### src/rtl/ccpu_pkg.sv
// ccpu_pkg: shared constants and carrier types of the capture/compare/pwm unit
// assumes a 32-bit axi4-lite register bus, word index = byte address / 4
`default_nettype none
package ccpu_pkg;

	// ----------------------------------------------------------------
	// register indices (byte address is four times the index)
	// ----------------------------------------------------------------
	localparam logic [7:0] IDX_PIN_DATA = 8'h07;
	localparam logic [7:0] IDX_FLAG_BANK = 8'h0c;
	localparam logic [7:0] IDX_VALUE_LOW = 8'h15;
	localparam logic [7:0] IDX_VALUE_HIGH = 8'h16;
	localparam logic [7:0] IDX_CONTROL = 8'h17;
	localparam logic [7:0] IDX_PIN_DIRECTION = 8'h87;
	localparam logic [7:0] IDX_ENABLE_BANK = 8'h8c;

	// ----------------------------------------------------------------
	// field positions and reset values
	// ----------------------------------------------------------------
	localparam int CHANNEL_BIT = 2; // flag, enable, pin data and direction bit
	localparam int DUTY_LSB = 4; // duty_low_bits in channel_control
	localparam logic [3:0] MODE_OFF = 4'h0;
	localparam logic [3:0] MODE_CAP_FALL = 4'h4;
	localparam logic [3:0] MODE_CAP_RISE = 4'h5;
	localparam logic [3:0] MODE_CAP_RISE4 = 4'h6;
	localparam logic [3:0] MODE_CAP_RISE16 = 4'h7;
	localparam logic [3:0] MODE_CMP_SET = 4'h8;
	localparam logic [3:0] MODE_CMP_CLEAR = 4'h9;
	localparam logic [3:0] MODE_CMP_SOFT = 4'ha;
	localparam logic [3:0] MODE_CMP_SPECIAL = 4'hb;
	localparam logic [3:0] CAP_LAST_OF_4 = 4'h3;
	localparam logic [3:0] CAP_LAST_OF_16 = 4'hf;
	localparam logic [5:0] CONTROL_RESET = 6'h00;
	localparam logic DIRECTION_RESET = 1'b1; // pin starts as input
	localparam logic [1:0] RESP_OKAY = 2'b00;
	localparam logic [1:0] RESP_SLVERR = 2'b10;

	// ----------------------------------------------------------------
	// carriers
	// ----------------------------------------------------------------
	// timer state seen by the unit
	typedef struct packed {
		logic [15:0] timer_one;
		logic [7:0] timer_two;
		logic [7:0] timer_two_period;
		logic timer_two_tick; // timer two increments this cycle
		logic [1:0] timer_two_sub; // quarter-cycle or prescaler count
	} ccpu_timers_t;

	// special event trigger pulses
	typedef struct packed {
		logic timer_one_clear;
		logic adc_start;
	} ccpu_trig_t;

	// whole state of the unit
	typedef struct packed {
		logic aw_got;
		logic w_got;
		logic [7:0] waddr;
		logic [7:0] wdata;
		logic wstrb0;
		logic bvalid;
		logic [1:0] bresp;
		logic rvalid;
		logic [1:0] rresp;
		logic [31:0] rdata;
		logic [5:0] control;
		logic [7:0] value_low;
		logic [7:0] value_high;
		logic [1:0] duty_latch;
		logic flag;
		logic irq_en;
		logic pin_data;
		logic direction;
		logic out_latch;
		logic pin_q;
		logic [3:0] cap_count;
		logic match_q;
		logic pin_out;
		logic irq;
		ccpu_trig_t trig;
	} ccpu_state_t;

endpackage
`default_nettype wire

### src/rtl/ccpu_unit.sv
// ccpu_unit: one capture/compare/pwm channel with an axi4-lite register slave
// assumes timers one and two, the converter and the pin pad live outside;
// all inputs except the asynchronous reset arst_n are synchronous to clock
//
// The AXI4-Lite interface to the registers was chosen for this implementation.
`timescale 1ns/1ns
`default_nettype none

module ccpu_unit #(
	parameter int ADDR_WIDTH = 10
) (
	input wire logic clock,
	input wire logic arst_n,
	input wire logic [ADDR_WIDTH-1:0] s_axi_awaddr,
	input wire logic s_axi_awvalid,
	output logic s_axi_awready,
	input wire logic [31:0] s_axi_wdata,
	input wire logic [3:0] s_axi_wstrb,
	input wire logic s_axi_wvalid,
	output logic s_axi_wready,
	output logic [1:0] s_axi_bresp,
	output logic s_axi_bvalid,
	input wire logic s_axi_bready,
	input wire logic [ADDR_WIDTH-1:0] s_axi_araddr,
	input wire logic s_axi_arvalid,
	output logic s_axi_arready,
	output logic [31:0] s_axi_rdata,
	output logic [1:0] s_axi_rresp,
	output logic s_axi_rvalid,
	input wire logic s_axi_rready,
	input wire ccpu_pkg::ccpu_timers_t timers,
	input wire logic adc_enabled,
	output ccpu_pkg::ccpu_trig_t trig,
	output logic timer_two_clear,
	input wire logic channel_pin_i,
	output logic channel_pin_o,
	output logic channel_pin_oe_n,
	output logic channel_irq
);
	import ccpu_pkg::*;

	// ----------------------------------------------------------------
	// decoding helpers
	// ----------------------------------------------------------------
	// mode groups
	function automatic logic is_capture(input logic [3:0] m);
		return m[3:2] == 2'b01;
	endfunction

	function automatic logic is_compare(input logic [3:0] m);
		return m[3:2] == 2'b10;
	endfunction

	function automatic logic is_pwm(input logic [3:0] m);
		return m[3:2] == 2'b11;
	endfunction

	// mapped register indices
	function automatic logic known_index(input logic [7:0] idx);
		return idx == IDX_PIN_DATA || idx == IDX_FLAG_BANK || idx == IDX_VALUE_LOW
			|| idx == IDX_VALUE_HIGH || idx == IDX_CONTROL
			|| idx == IDX_PIN_DIRECTION || idx == IDX_ENABLE_BANK;
	endfunction

	// capture prescaler: high on the rise that completes a group, every group
	function automatic logic cap_due(input logic [3:0] m, input logic [3:0] count);
		logic due;
		unique case (m)
			MODE_CAP_RISE4: due = count[1:0] == CAP_LAST_OF_4[1:0];
			MODE_CAP_RISE16: due = count == CAP_LAST_OF_16;
			default: due = 1'b1;
		endcase
		return due;
	endfunction

	// one-bit register fields sit at the channel bit, the rest read 0
	function automatic logic [7:0] channel_byte(input logic b);
		logic [7:0] r;
		r = 8'h00;
		r[CHANNEL_BIT] = b;
		return r;
	endfunction

	// ----------------------------------------------------------------
	// state
	// ----------------------------------------------------------------
	// registered state and its next value
	ccpu_state_t s;
	ccpu_state_t next_s;
	// decoded views and event strobes
	logic [3:0] mode;
	logic [7:0] ridx;
	logic [7:0] read_byte;
	logic do_write;
	logic set_flag;
	logic fall_edge;
	logic rise_edge;
	logic cap_event;
	logic match_now;
	logic match_edge;
	logic period_end;
	logic [9:0] duty_new;
	logic [9:0] pwm_count;
	logic duty_end;
	logic mode_change;

	assign mode = s.control[3:0];
	assign ridx = s_axi_araddr[9:2];
	assign do_write = s.aw_got && s.w_got && !s.bvalid;
	assign mode_change = do_write && s.wstrb0 && s.waddr == IDX_CONTROL && s.wdata[3:0] != mode;

	// ----------------------------------------------------------------
	// register bus
	// ----------------------------------------------------------------
	// handshakes on the bus
	assign s_axi_awready = !s.aw_got && !s.bvalid;
	assign s_axi_wready = !s.w_got && !s.bvalid;
	assign s_axi_arready = !s.rvalid;
	assign s_axi_bvalid = s.bvalid;
	assign s_axi_bresp = s.bresp;
	assign s_axi_rvalid = s.rvalid;
	assign s_axi_rresp = s.rresp;
	assign s_axi_rdata = s.rdata;

	// ----------------------------------------------------------------
	// pin, trigger and interrupt outputs
	// ----------------------------------------------------------------
	// outputs from the state
	assign trig = s.trig;
	assign channel_pin_o = s.pin_out;
	assign channel_pin_oe_n = s.direction;
	assign channel_irq = s.irq;

	// ----------------------------------------------------------------
	// event detection
	// ----------------------------------------------------------------
	// pin edges for capture
	assign fall_edge = s.pin_q && !channel_pin_i;
	assign rise_edge = !s.pin_q && channel_pin_i;

	// compare equality, acted on once per match
	assign match_now = is_compare(mode) && {s.value_high, s.value_low} == timers.timer_one;
	assign match_edge = match_now && !s.match_q;

	// pwm period end on the timer two increment
	assign period_end = is_pwm(mode) && timers.timer_two_tick
		&& timers.timer_two == timers.timer_two_period;
	assign timer_two_clear = period_end;
	assign duty_new = {s.value_low, s.control[DUTY_LSB+1:DUTY_LSB]};

	// time base one sub-step ahead, since the latch drops one edge after the match
	assign pwm_count = {timers.timer_two, timers.timer_two_sub} + 10'd1;
	assign duty_end = is_pwm(mode) && {s.value_high, s.duty_latch} == pwm_count;

	// ----------------------------------------------------------------
	// capture condition
	// ----------------------------------------------------------------
	// capture condition per mode
	always_comb begin
		cap_event = 1'b0;
		unique case (mode)
			MODE_CAP_FALL: cap_event = fall_edge;
			MODE_CAP_RISE: cap_event = rise_edge;
			MODE_CAP_RISE4: cap_event = rise_edge && cap_due(mode, s.cap_count);
			MODE_CAP_RISE16: cap_event = rise_edge && cap_due(mode, s.cap_count);
			default: cap_event = 1'b0;
		endcase
	end

	// ----------------------------------------------------------------
	// read view
	// ----------------------------------------------------------------
	// register read view
	always_comb begin
		read_byte = 8'h00;
		unique case (ridx)
			IDX_PIN_DATA: read_byte = channel_byte(channel_pin_i);
			IDX_FLAG_BANK: read_byte = channel_byte(s.flag);
			IDX_VALUE_LOW: read_byte = s.value_low;
			IDX_VALUE_HIGH: read_byte = s.value_high;
			IDX_CONTROL: read_byte = {2'b00, s.control};
			IDX_PIN_DIRECTION: read_byte = channel_byte(s.direction);
			IDX_ENABLE_BANK: read_byte = channel_byte(s.irq_en);
			default: read_byte = 8'h00;
		endcase
	end

	// ----------------------------------------------------------------
	// next state
	// ----------------------------------------------------------------
	always_comb begin
		next_s = s;
		set_flag = 1'b0;
		next_s.trig = '0;
		next_s.pin_q = channel_pin_i;
		next_s.match_q = match_now;

		// ------------------------------------------------------------
		// capture
		// ------------------------------------------------------------
		// capture: prescale count and snapshot of timer one
		if (is_capture(mode)) begin
			if (rise_edge) begin
				next_s.cap_count = s.cap_count + 4'h1;
			end
			if (cap_event) begin
				next_s.value_high = timers.timer_one[15:8];
				next_s.value_low = timers.timer_one[7:0];
				set_flag = 1'b1;
			end
		end

		// ------------------------------------------------------------
		// compare
		// ------------------------------------------------------------
		// compare actions on a fresh match
		if (match_edge) begin
			set_flag = 1'b1;
			unique case (mode)
				MODE_CMP_SET: next_s.out_latch = 1'b1;
				MODE_CMP_CLEAR: next_s.out_latch = 1'b0;
				MODE_CMP_SOFT: next_s.out_latch = s.out_latch;
				default: begin
					next_s.trig.timer_one_clear = 1'b1;
					next_s.trig.adc_start = adc_enabled;
				end
			endcase
		end

		// ------------------------------------------------------------
		// pwm
		// ------------------------------------------------------------
		// pwm: duty end clears, period end reloads and sets unless the new duty is zero
		if (is_pwm(mode)) begin
			if (duty_end) begin
				next_s.out_latch = 1'b0;
			end
			if (period_end) begin
				next_s.out_latch = duty_new != 10'h000;
				next_s.value_high = s.value_low;
				next_s.duty_latch = s.control[DUTY_LSB+1:DUTY_LSB];
			end
		end

		// ------------------------------------------------------------
		// channel off
		// ------------------------------------------------------------
		// channel off: output latch, prescale count, duty latch and match history back to rest
		if (mode == MODE_OFF) begin
			next_s.out_latch = 1'b0;
			next_s.cap_count = 4'h0;
			next_s.duty_latch = 2'b00;
			next_s.match_q = 1'b0;
		end

		// ------------------------------------------------------------
		// write channel
		// ------------------------------------------------------------
		// write address and data taken in either order
		if (s_axi_awvalid && s_axi_awready) begin
			next_s.aw_got = 1'b1;
			next_s.waddr = s_axi_awaddr[9:2];
		end
		if (s_axi_wvalid && s_axi_wready) begin
			next_s.w_got = 1'b1;
			next_s.wdata = s_axi_wdata[7:0];
			next_s.wstrb0 = s_axi_wstrb[0];
		end

		// ------------------------------------------------------------
		// register write
		// ------------------------------------------------------------
		// register write once both halves are held
		if (do_write) begin
			next_s.aw_got = 1'b0;
			next_s.w_got = 1'b0;
			next_s.bvalid = 1'b1;
			next_s.bresp = known_index(s.waddr) ? RESP_OKAY : RESP_SLVERR;
			if (s.wstrb0) begin
				unique case (s.waddr)
					IDX_PIN_DATA: next_s.pin_data = s.wdata[CHANNEL_BIT];
					IDX_FLAG_BANK: begin
						if (!s.wdata[CHANNEL_BIT]) begin
							next_s.flag = 1'b0;
						end
					end
					IDX_VALUE_LOW: next_s.value_low = s.wdata;
					IDX_VALUE_HIGH: begin
						if (!is_pwm(mode)) begin
							next_s.value_high = s.wdata;
						end
					end
					IDX_CONTROL: begin
						next_s.control = s.wdata[5:0];
						if (mode_change) begin
							next_s.cap_count = 4'h0;
							next_s.out_latch = 1'b0;
						end
					end
					IDX_PIN_DIRECTION: next_s.direction = s.wdata[CHANNEL_BIT];
					IDX_ENABLE_BANK: next_s.irq_en = s.wdata[CHANNEL_BIT];
					default: next_s.bresp = RESP_SLVERR;
				endcase
			end
		end
		if (s.bvalid && s_axi_bready) begin
			next_s.bvalid = 1'b0;
		end

		// ------------------------------------------------------------
		// read channel
		// ------------------------------------------------------------
		// read answer one cycle after the address
		if (s_axi_arvalid && s_axi_arready) begin
			next_s.rvalid = 1'b1;
			next_s.rdata = {24'h000000, read_byte};
			next_s.rresp = known_index(ridx) ? RESP_OKAY : RESP_SLVERR;
		end
		if (s.rvalid && s_axi_rready) begin
			next_s.rvalid = 1'b0;
		end

		// ------------------------------------------------------------
		// flag
		// ------------------------------------------------------------
		// hardware set wins over software clear
		if (set_flag) begin
			next_s.flag = 1'b1;
		end

		// ------------------------------------------------------------
		// pin and interrupt
		// ------------------------------------------------------------
		// pin source: compare/pwm latch or plain data latch
		if (is_compare(next_s.control[3:0]) || is_pwm(next_s.control[3:0])) begin
			next_s.pin_out = next_s.out_latch;
		end else begin
			next_s.pin_out = next_s.pin_data;
		end
		next_s.irq = next_s.flag && next_s.irq_en;
	end

	// ----------------------------------------------------------------
	// state register
	// ----------------------------------------------------------------
	always_ff @(posedge clock or negedge arst_n) begin
		if (!arst_n) begin
			s <= '0;
			s.control <= CONTROL_RESET;
			s.direction <= DIRECTION_RESET;
		end else begin
			s <= next_s;
		end
	end

endmodule

`default_nettype wire

### config.mk
export PLATFORM = sky130hd
export DESIGN_NAME = ccpu_unit
export DESIGN_NICKNAME = d
export VERILOG_FILES = /design/src/rtl/ccpu_pkg.sv /design/src/rtl/ccpu_unit.sv
export SDC_FILE = /design/constraint.sdc
export NUM_CORES = 1
export LEC_CHECK = 0
export ABC_AREA = 1
export BUFFER_PORTS_ARGS = -buffer_cell sky130_fd_sc_hd__buf_2
export CELL_PAD_IN_SITES_DETAIL_PLACEMENT = 0
export CELL_PAD_IN_SITES_GLOBAL_PLACEMENT = 1
export CORE_MARGIN = 10
export CORE_UTILIZATION = 25
export CTS_CLUSTER_DIAMETER = 40
export DETAILED_ROUTE_END_ITERATION = 16
export GPL_TIMING_DRIVEN = 1
export PLACE_DENSITY_LB_ADDON = 0.1
export SLEW_MARGIN = 20
export SYNTH_ARGS = -nofsm -noshare
export SYNTH_HDL_FRONTEND = slang
export SYNTH_SLANG_ARGS = --single-unit
### constraint.sdc
create_clock -name clock -period 1.95 [get_ports clock]
set_input_delay 0.0975 -clock clock [delete_from_list [all_inputs] [get_ports clock]]
set_output_delay 0.0975 -clock clock [all_outputs]
set_load 0.02 [all_outputs]
# [Yosys cells after proc, flatten, opt, wreduce, memory -nomap -nowiden]
# Index checks and enable logic that the tools add are counted.
[op_classes] n_reduce_logical=55 muxes=55 eq_ne=32 n_addsub=2
[op_table] cell="$pmux W8 S7" n=1
[op_table] cell="$eq A8 B5 Y1 const B" n=6
[op_table] cell="$mux W20" n=2
[op_table] cell="$mux W35" n=1
[op_table] cell="$eq A8 B8 Y1 const B" n=4
[op_table] cell="$mux W16" n=2
[op_table] cell="$mux W4" n=7
[op_table] cell="$mux W8" n=3
[op_table] cell="$mux W1" n=23
[op_table] cell="$logic_and A1 B1 Y1" n=22
[op_table] cell="$mux W10" n=2
[op_table] cell="$eq A16 B16 Y1" n=1
[op_table] cell="$eq A4 B3 Y1 const B" n=4
[op_table] cell="$eq A4 B4 Y1 const B" n=4
[op_table] cell="$eq A8 B3 Y1 const B" n=2
[op_table] cell="$eq A8 B4 Y1 const B" n=2
[op_table] cell="$mux W2" n=8
[op_table] cell="$mux W5" n=3
[op_table] cell="$logic_or A1 B1 Y1" n=13
[op_table] cell="$reduce_bool A2 Y1" n=6
[op_table] cell="$add A10 B1 Y10 const B" n=1
[op_table] cell="$eq A10 B10 Y1" n=1
[op_table] cell="$eq A2 B2 Y1 const B" n=5
[op_table] cell="$reduce_bool A10 Y1" n=1
[op_table] cell="13 further kinds" n=20
[word_totals] output_inout_bits=47 in_bits=100 word_cells=171 reg_bits=72

# [Longest topological paths before layout]
# Gate-level depths: netlist of run 1.
[depth] word_depth=15 ltp_mapped=14 depth_no_buf=14

# [Worst setup path before layout of run 1]
# Ideal clock, no wire load.
[synth_path] kind="flip-flop to flip-flop" start="register s (netlist bit s_axi_bvalid)" end="register s[92] (netlist bit)" synth_period_minus_slack_ns=1.624 path_stages_with_launch=5 setup_slack_ns=0.326 arrival_ns=1.500 required_ns=1.825 path_buffers=1 setup_time_ns=0.125 cell_sequence="dfrtp_1 > nor2_1 > nand2_1 > buf_1 > mux2_2"
[synth_between] elab_chain_len=3
[synth_rtl] element="from (decl)" line_no="ccpu_unit.sv:88" text="ccpu_state_t s;"
[synth_rtl] element="from (signal assigned)" line_no="ccpu_unit.sv:352" text="s <= next_s;"
[synth_rtl] element="$logic_not A1 Y1" line_no="ccpu_unit.sv:116" text="assign s_axi_awready = !s.aw_got && !s.bvalid;"
[synth_rtl] element="$logic_and A1 B1 Y1" line_no="ccpu_unit.sv:116"
[synth_rtl] element="named net s_axi_awready" line_no="ccpu_unit.sv:16" text="output logic s_axi_awready,"
[synth_rtl] element="$logic_and A1 B1 Y1" line_no="ccpu_unit.sv:260" text="if (s_axi_awvalid && s_axi_awready) begin"
# The timed path passes the listed nets, and every way through them passes these cells.
# A chain may end at the register's enable or synchronous reset.

==> results.py, run 1 <==
metrics = {
    "clock_network": {
        "cts_buffers": 9,
        "path_clk_slew_ns": 0.06,
        "cts_tree": "built",
        "clockBufferDepth": 2,
        "numClockSinks": 70,
        "clkLatencyLatePin_ns": 0.35,
        "root_buffer": "clkbuf_16",
        "htreeDepth": 3,
    },
    "worst_setup_path": {
        "reg2regPathDepth": 10,
        "path_class": "reg2reg",
        "critPathLaunch": "mode[0]",
        "rr_endpoint": "s[21]",
        "r2r-start": "mode[0]",
        "critPathTopFamily": "simple AND/OR/NAND/NOR gates",
        "path_max_fanout": 18,
        "cp_cell_sequence": "nand2_1, a21oi_1, a21oi_1, nand3_2, nand2_4, inv_2, nand2_1, nand2_1, nor2_1, o22ai_1",
        "worstPathRequired_ns": 2.17,
        "reg2reg_slack_ns": 0.20,
        "crit_buf_inv": 1,
        "slowest_delay_ns": 0.45,
        "crit_slowest_cell": "dfrtp_1",
        "path_common_cell": "nand2_1",
        "arrival_ns": 1.97,
        "critPathLaunchType": "register",
        "crit_cells": 10,
        "endpoint_kind": "register",
        "cp-endpoint": "s[21]",
    },
    "power_and_ir_drop": {
        "power_density_mw_per_mm2": 984,
        "total_leakage_power_nw": 3.02,
        "peakVddDrop_mv": 0.588,
    },
    "die": {
        "fp.dieW_um": 157,
        "die_h_um": 157,
        "rows": 50,
        "initial_core_util_pct": 25.3,
        "die-area_mm2": 0.0247,
        "ios": 147,
        "coreArea_mm2": 0.0186,
    },
    "min_path": {
        "min_path_type": "in2reg",
    },
    "drt": {
        "drt_iter0_drc": 223,
        "antenna_left": 0,
        "drt-total-wl_um": 15800,
        "detail_route.vias_per_cell": 4.43,
        "drc_errors": 0,
        "vias": 4466,
        "first_pass_iters": 4,
        "wl_per_cell_um": 15.7,
    },
    "global_route": {
        "grt_max_degree": 43,
        "antenna_found_initial": 0,
        "grt_usage_pct": 13.2,
        "first_global_vias": 4621,
        "overflow": 0,
        "grt_pass1_wl_um": 25100,
    },
    "timing": {
        "finalCriticalPeriod_ns": 1.75,
        "worstMarginPinSlew_ns": 0.576,
        "period_share_pct": 89.9,
        "slew_headroom_pct": 61.5,
        "finalClockSkew_ns": 0.00958,
        "rsz0062_at_grt": "no",
        "clock.fmax_ghz": 0.571,
        "setup_viol_count_final": 0,
        "slew_viol_final": 0,
        "fin_tns_setup_ns": 0,
        "hold_viol_final": 0,
    },
    "job": {
        "cap_viol_max_count": 0,
    },
    "yosys": {
        "synth_top_area_cell": "dfrtp_1",
        "ys.flop_type": "dfrtp_1",
        "synth-edff-count": 0,
        "syn-instance-count": 662,
        "syn_area_mm2": 0.00470,
        "yosysSeqAreaShare_pct": 37.3,
        "synth.area.top_cells": "dfrtp_1 (37%), nand2_1 (12%), inv_1 (7.6%), nor2_1 (6.3%), buf_4 (6.1%)",
        "synth_top_area_share_pct": 36.8,
        "avgSynthCellArea_um2": 7.10,
        "ys_ff_latch": 70,
        "synth_warnings": 0,
        "synth_cell_types": 45,
        "async_flop_share_pct": 100,
    },
    "placed_design": {
        "numPortBuffers": 89,
        "placed_area_mm2": 0.00528,
        "routabilityCongestion": 0.821,
        "place_hpwl_um": 13100,
    },
    "finish": {
        "drive_gt1_share_pct": 19.0,
        "fill_cells": 2050,
        "fin_area_mm2": 0.00577,
        "final_nets": 870,
        "antenna_cells": 0,
        "syn_to_final_growth_pct": 22.8,
    },
    "status": {
        "status": "complete, no violations",
    },
}
layout by cell type, fill, tap and decap left out, types with 2 or more instances in the layout:
cell type,n
nor3_1,9
mux2_2,7
a21oi_1,21
nand3_1,27
nand2_2,2
buf_2,88
dlygate4sd3_1,18
nor3_2,2
inv_1,95
nand4_1,16
o22ai_1,19
dfrtp_1,68
o21ai_0,45
nand3_2,2
xnor2_1,16
conb_1,26
clkbuf_1,2
nor2_1,79
o21ai_1,4
nand2_1,154
nor4_1,3
inv_2,4
or2_2,3
nor4_2,2
xor2_1,12
buf_4,11
ha_1,2
clkbuf_16,9
clkinv_2,4
nor2_2,5
synthesized netlist by cell type, drive strengths merged, types with 2 or more instances:
| cell type | instances |
|---|---|
| a21oi | 21 |
| buf | 44 |
| clkbuf | 4 |
| clkinv | 2 |
| dfrtp | 69 |
| ha | 2 |
| inv | 99 |
| mux2 | 7 |
| nand2 | 157 |
| nand3 | 29 |
| nand4 | 16 |
| nor2 | 84 |
| nor3 | 11 |
| nor4 | 5 |
| o21ai | 49 |
| o22ai | 19 |
| or2 | 3 |
| xnor2 | 16 |
| xor2 | 12 |
cells by family (layout without fill, tap and decap cells):
family,after synthesis,count (layout),synth area share [%]
compound gates,98,98,11.6
xor+xnor,28,28,5.22
fa+ha+maj,2,2,0.533
buf+inv,149,235,15.5
flops,70,70,37.3
mux,7,7,1.68
other cells,1,26,0.0798
simple gates,307,307,28.1
layer usage:
| metal | vias to the layer above | GRT usage, % | wire length, um |
|---|---|---|---|
| met1 | 2048 | 17.3 | 7440 |
| li1 | 2272 | - | - |
| met3 | 15 | 3.71 | 1170 |
| met4 | 0 | 3.47 | 233 |
| met2 | 131 | 20.8 | 6990 |
| met5 | - | 0 | 0 |
stage by stage:
stage | instances | hold WS (ns) | setup WS, ns | utilization [%] | power [mW]
after floorplan | 687 | -0.198 | 0.326 | - | 3.41
after global placement | 973 | 0.0679 | 0.180 | 28.4 | 4.02
after detailed placement | 973 | 0.0709 | 0.129 | 28.4 | 4.03
after CTS | 1007 | 0.00751 | 0.109 | 31.0 | 5.76
after global routing | 1007 | 0.0144 | 0.00280 | 31.0 | 6.13
final | 1007 | 0.0196 | 0.198 | 31.0 | 5.67
flip-flops by register name, summed over array words and instances (netlist names):
signal,flops
s_axi_bresp,1
channel_pin_o,1
channel_irq,1
s_axi_rvalid,1
s,39
s_axi_rdata,8
s_axi_bvalid,1
trig,2
channel_pin_oe_n,1
s_axi_rresp,1
mode,4
duty_new,10
cell type report:
class	count	area, um2	share of cell area, %
Multi-Input combinational cell	468	2320	40.3
Sequential cell	70	1750	30.4
Timing Repair Buffer	118	723	12.5
Inverter	101	382	6.62
Tap cell	234	293	5.08
Clock buffer	12	246	4.27
Clock inverter	4	47.5	0.824
worst min-delay path by stage:
stage | from | to | slack (ns) | depth (start not counted)
final | s_axi_wdata[0] | s[78] | 0.02 | 3
after global routing | s_axi_wdata[3] | s[81] | 0.01 | 3
after CTS | s_axi_wdata[3] | s[81] | 0.008 | 3
after detailed placement | arst_n | s_axi_rdata[6] | 0.07 | 1
after global placement | arst_n | s_axi_rdata[6] | 0.07 | 1
after floorplan | arst_n | channel_irq | -0.20 | 0
worst register-to-register path, delay by kind of cell, from the launching register on:
| kind | cells | cell delay (ns) |
|---|---|---|
| simple gates | 6 | 0.71 |
| flops | 1 | 0.45 |
| compound gates | 3 | 0.29 |
| buf+inv | 1 | 0.18 |
where the power goes:
| part | switching (mW) | internal, mW |
|---|---|---|
| clock network | 0.635 | 1.02 |
| registers | 0.375 | 1.81 |
| logic | 1.16 | 0.672 |
what timing repair did:
| action | CTS | global route |
|---|---|---|
| setup endpoints to repair | 0 | 6 |
| hold buffers | 18 | 0 |
| gates resized for setup | 0 | 3 |
| hold endpoints to repair | 45 | 0 |
| setup buffers | 0 | 0 |
Note: power is estimated with default switching activity, not from simulation.
==> run 2: changes to the inputs <==
ABC_AREA = 0   (was 1)
CORE_ASPECT_RATIO = 0.9   (was unset)
PLACE_DENSITY = 0.58   (was unset)
PLACE_DENSITY_LB_ADDON = unset   (was 0.1)
==> run 2 against run 1 <==
Effect of this change:
- highest routed layer is now met5
- critical path type is now in2reg
- clock skew decreased by 0.0016 ns
- largest cell class unchanged
- critical path depth decreased by 1
- final cell count decreased by 19%
- synthesized area decreased by 6.8%
- largest power group unchanged
==> results.py, run 2 <==
metrics = {
    "placed_design": {
        "placed_area_mm2": 0.00517,
        "dpl.cell_count": 773,
        "routabilityCongestion": 0.870,
        "place_hpwl_um": 10600,
        "numPortBuffers": 89,
    },
    "worst_setup_path": {
        "critPathLaunchType": "input pin",
        "path_class": "in2reg",
        "arrival_ns": 2.09,
        "worstPathRequired_ns": 2.17,
        "path_max_fanout": 15,
        "endpoint_kind": "register",
    },
    "yosys": {
        "synthTopCellsByCount": "dfrtp_1 (69), buf_4 (39), mux2_2 (36), nand2_1 (32), xor2_1 (30)",
        "ys_ff_latch": 70,
        "synth_warnings": 0,
        "avgSynthCellArea_um2": 9.94,
        "syn_area_mm2": 0.00438,
        "syn-instance-count": 440,
        "synth_top_area_share_pct": 39.5,
        "yosysMostFrequentCell": "dfrtp_1",
        "synth_top_area_cell": "dfrtp_1",
        "async_flop_share_pct": 100,
        "synth_cell_types": 63,
        "synth-edff-count": 0,
        "ys.flop_type": "dfrtp_1",
        "yosysSeqAreaShare_pct": 40.1,
        "synth.area.top_cells": "dfrtp_1 (39%), mux2_2 (9.3%), buf_4 (6.7%), xor2_1 (6.0%), mux2i_1 (4.8%)",
    },
    "die": {
        "initial_core_util_pct": 25.7,
        "ios": 147,
        "fp.dieW_um": 159,
        "die_h_um": 146,
        "die-area_mm2": 0.0232,
        "coreArea_mm2": 0.0170,
        "rows": 45,
    },
    "global_route": {
        "grt_max_degree": 71,
        "grt_pass1_wl_um": 21100,
        "grt_usage_pct": 11.2,
        "overflow": 0,
        "antenna_found_initial": 2,
        "first_global_vias": 3792,
    },
    "clock_network": {
        "clockBufferDepth": 2,
        "cts_buffers": 9,
        "htreeDepth": 3,
        "numClockSinks": 70,
        "path_clk_slew_ns": 0.06,
        "root_buffer": "clkbuf_16",
        "clkLatencyLatePin_ns": 0.34,
        "cts_tree": "built",
    },
    "power_and_ir_drop": {
        "power_density_mw_per_mm2": 1060,
        "finalPower_mw": 6.08,
        "total_leakage_power_nw": 2.57,
        "peakVddDrop_mv": 0.670,
    },
    "timing": {
        "clock.fmax_ghz": 0.536,
        "rsz0062_at_grt": "yes",
        "hold_ws_ns": 0.00509,
        "finalClockSkew_ns": 0.00797,
        "finalCriticalPeriod_ns": 1.87,
        "fin_tns_setup_ns": 0,
        "setup_viol_count_final": 0,
        "period_share_pct": 95.8,
        "hold_viol_final": 0,
        "slew_viol_final": 0,
    },
    "drt": {
        "drc_errors": 0,
        "drt_iter0_drc": 201,
        "first_pass_iters": 4,
        "detail_route.vias_per_cell": 4.43,
        "vias": 3596,
        "antenna_left": 0,
        "wl_per_cell_um": 16.2,
        "drt-total-wl_um": 13200,
    },
    "finish": {
        "layout_commonest_cell": "buf_2",
        "drive_gt1_share_pct": 36.1,
        "finalNonFillerCells": 812,
        "final_cell_mix": "buf_2 (88), dfrtp_1 (68), buf_4 (42), mux2_2 (36), nand2_1 (32)",
        "syn_to_final_growth_pct": 31.6,
        "final_nets": 673,
        "fin_area_mm2": 0.00576,
        "fill_cells": 1805,
        "largest-register": "s",
        "largest_reg_flops": 39,
    },
    "job": {
        "cap_viol_max_count": 0,
    },
    "min_path": {
        "min_path_type": "in2reg",
    },
    "status": {
        "status": "complete, no violations",
    },
}
## run 2: cell type report
cell class	instances	area (um2)	area share, %
well taps	235	294	5.11
flip-flops and latches	70	1750	30.5
repair buffers	152	1020	17.7
inverters	6	22.5	0.391
multi-input cells	332	2380	41.3
clock inverters	6	51.3	0.891
diodes	1	2.50	0.0435
clock buffers	10	239	4.15
## run 2: stage by stage
step	util, %	setup WS (ns)
floorplan	-	0.0501
global placement	30.4	-0.0914
detailed placement	30.4	-0.125
CTS	33.3	-0.00231
global route	33.8	-0.00772
finish	33.9	0.0827
## run 2: cells by family (layout without fill, tap and decap cells)
logic type / after synthesis / after routing / share of synthesized area (%)
DFF: 70 / 70 / 40.1
and+or+nand+nor: 136 / 136 / 17.2
adders and majority gates: 2 / 2 / 0.572
buffers and inverters: 63 / 174 / 9.24
muxes: 58 / 58 / 14.4
other: 1 / 27 / 0.0857
AOI/OAI and AO/OA: 69 / 69 / 10.2
xor gates and xnor gates: 41 / 41 / 8.21
## run 2: per-layer routing
metal,vias to the layer above,GRT usage (%),part of all wire (%)
met5,-,0,0.053
met4,2,1.90,0.41
met3,11,3.59,6.6
met2,102,17.2,45
met1,1719,15.2,48
li1,1762,-,-
## run 2: final timing paths
| kind | start | endpoint | slack [ns] | cells past startpoint |
|---|---|---|---|---|
| min reg2reg | s_axi_rresp[1] | s_axi_rresp[1] | 0.47 | 2 |
| min in group asynchronous | arst_n | trig[0] | 0.31 | 3 |
| max | channel_pin_i | s[24] | 0.08 | 9 |
| max reg2reg | s[5] | s[19] | 0.12 | 8 |
| max in group asynchronous | arst_n | s_axi_rresp[1] | 1.31 | 3 |
| min | s_axi_awaddr[7] | s[91] | 0.005 | 2 |
## run 2: what timing repair did
action | 4_1_cts | 5_1_grt
endpoints found under the hold margin | 85 | 0
hold buffers | 17 | 0
resized for setup | 5 | 11
setup buffers | 0 | 5
pin swaps | 1 | 5
setup endpoints to repair | 4 | 16
## run 2: critical path: stages
cell and delay, ns:
dlygate4sd3_1 0.56, buf_6 0.15, or3b_1 0.36, a21oi_2 0.19, o21ai_4 0.07, buf_12 0.15
mux2_4 0.29, mux2i_1 0.12, o21ai_1 0.07
## run 2: where the power goes
part	switching, mW	internal [mW]
Combinational	1.09	1.14
Sequential	0.401	1.85
Clock	0.683	0.916
Total	2.18	3.91
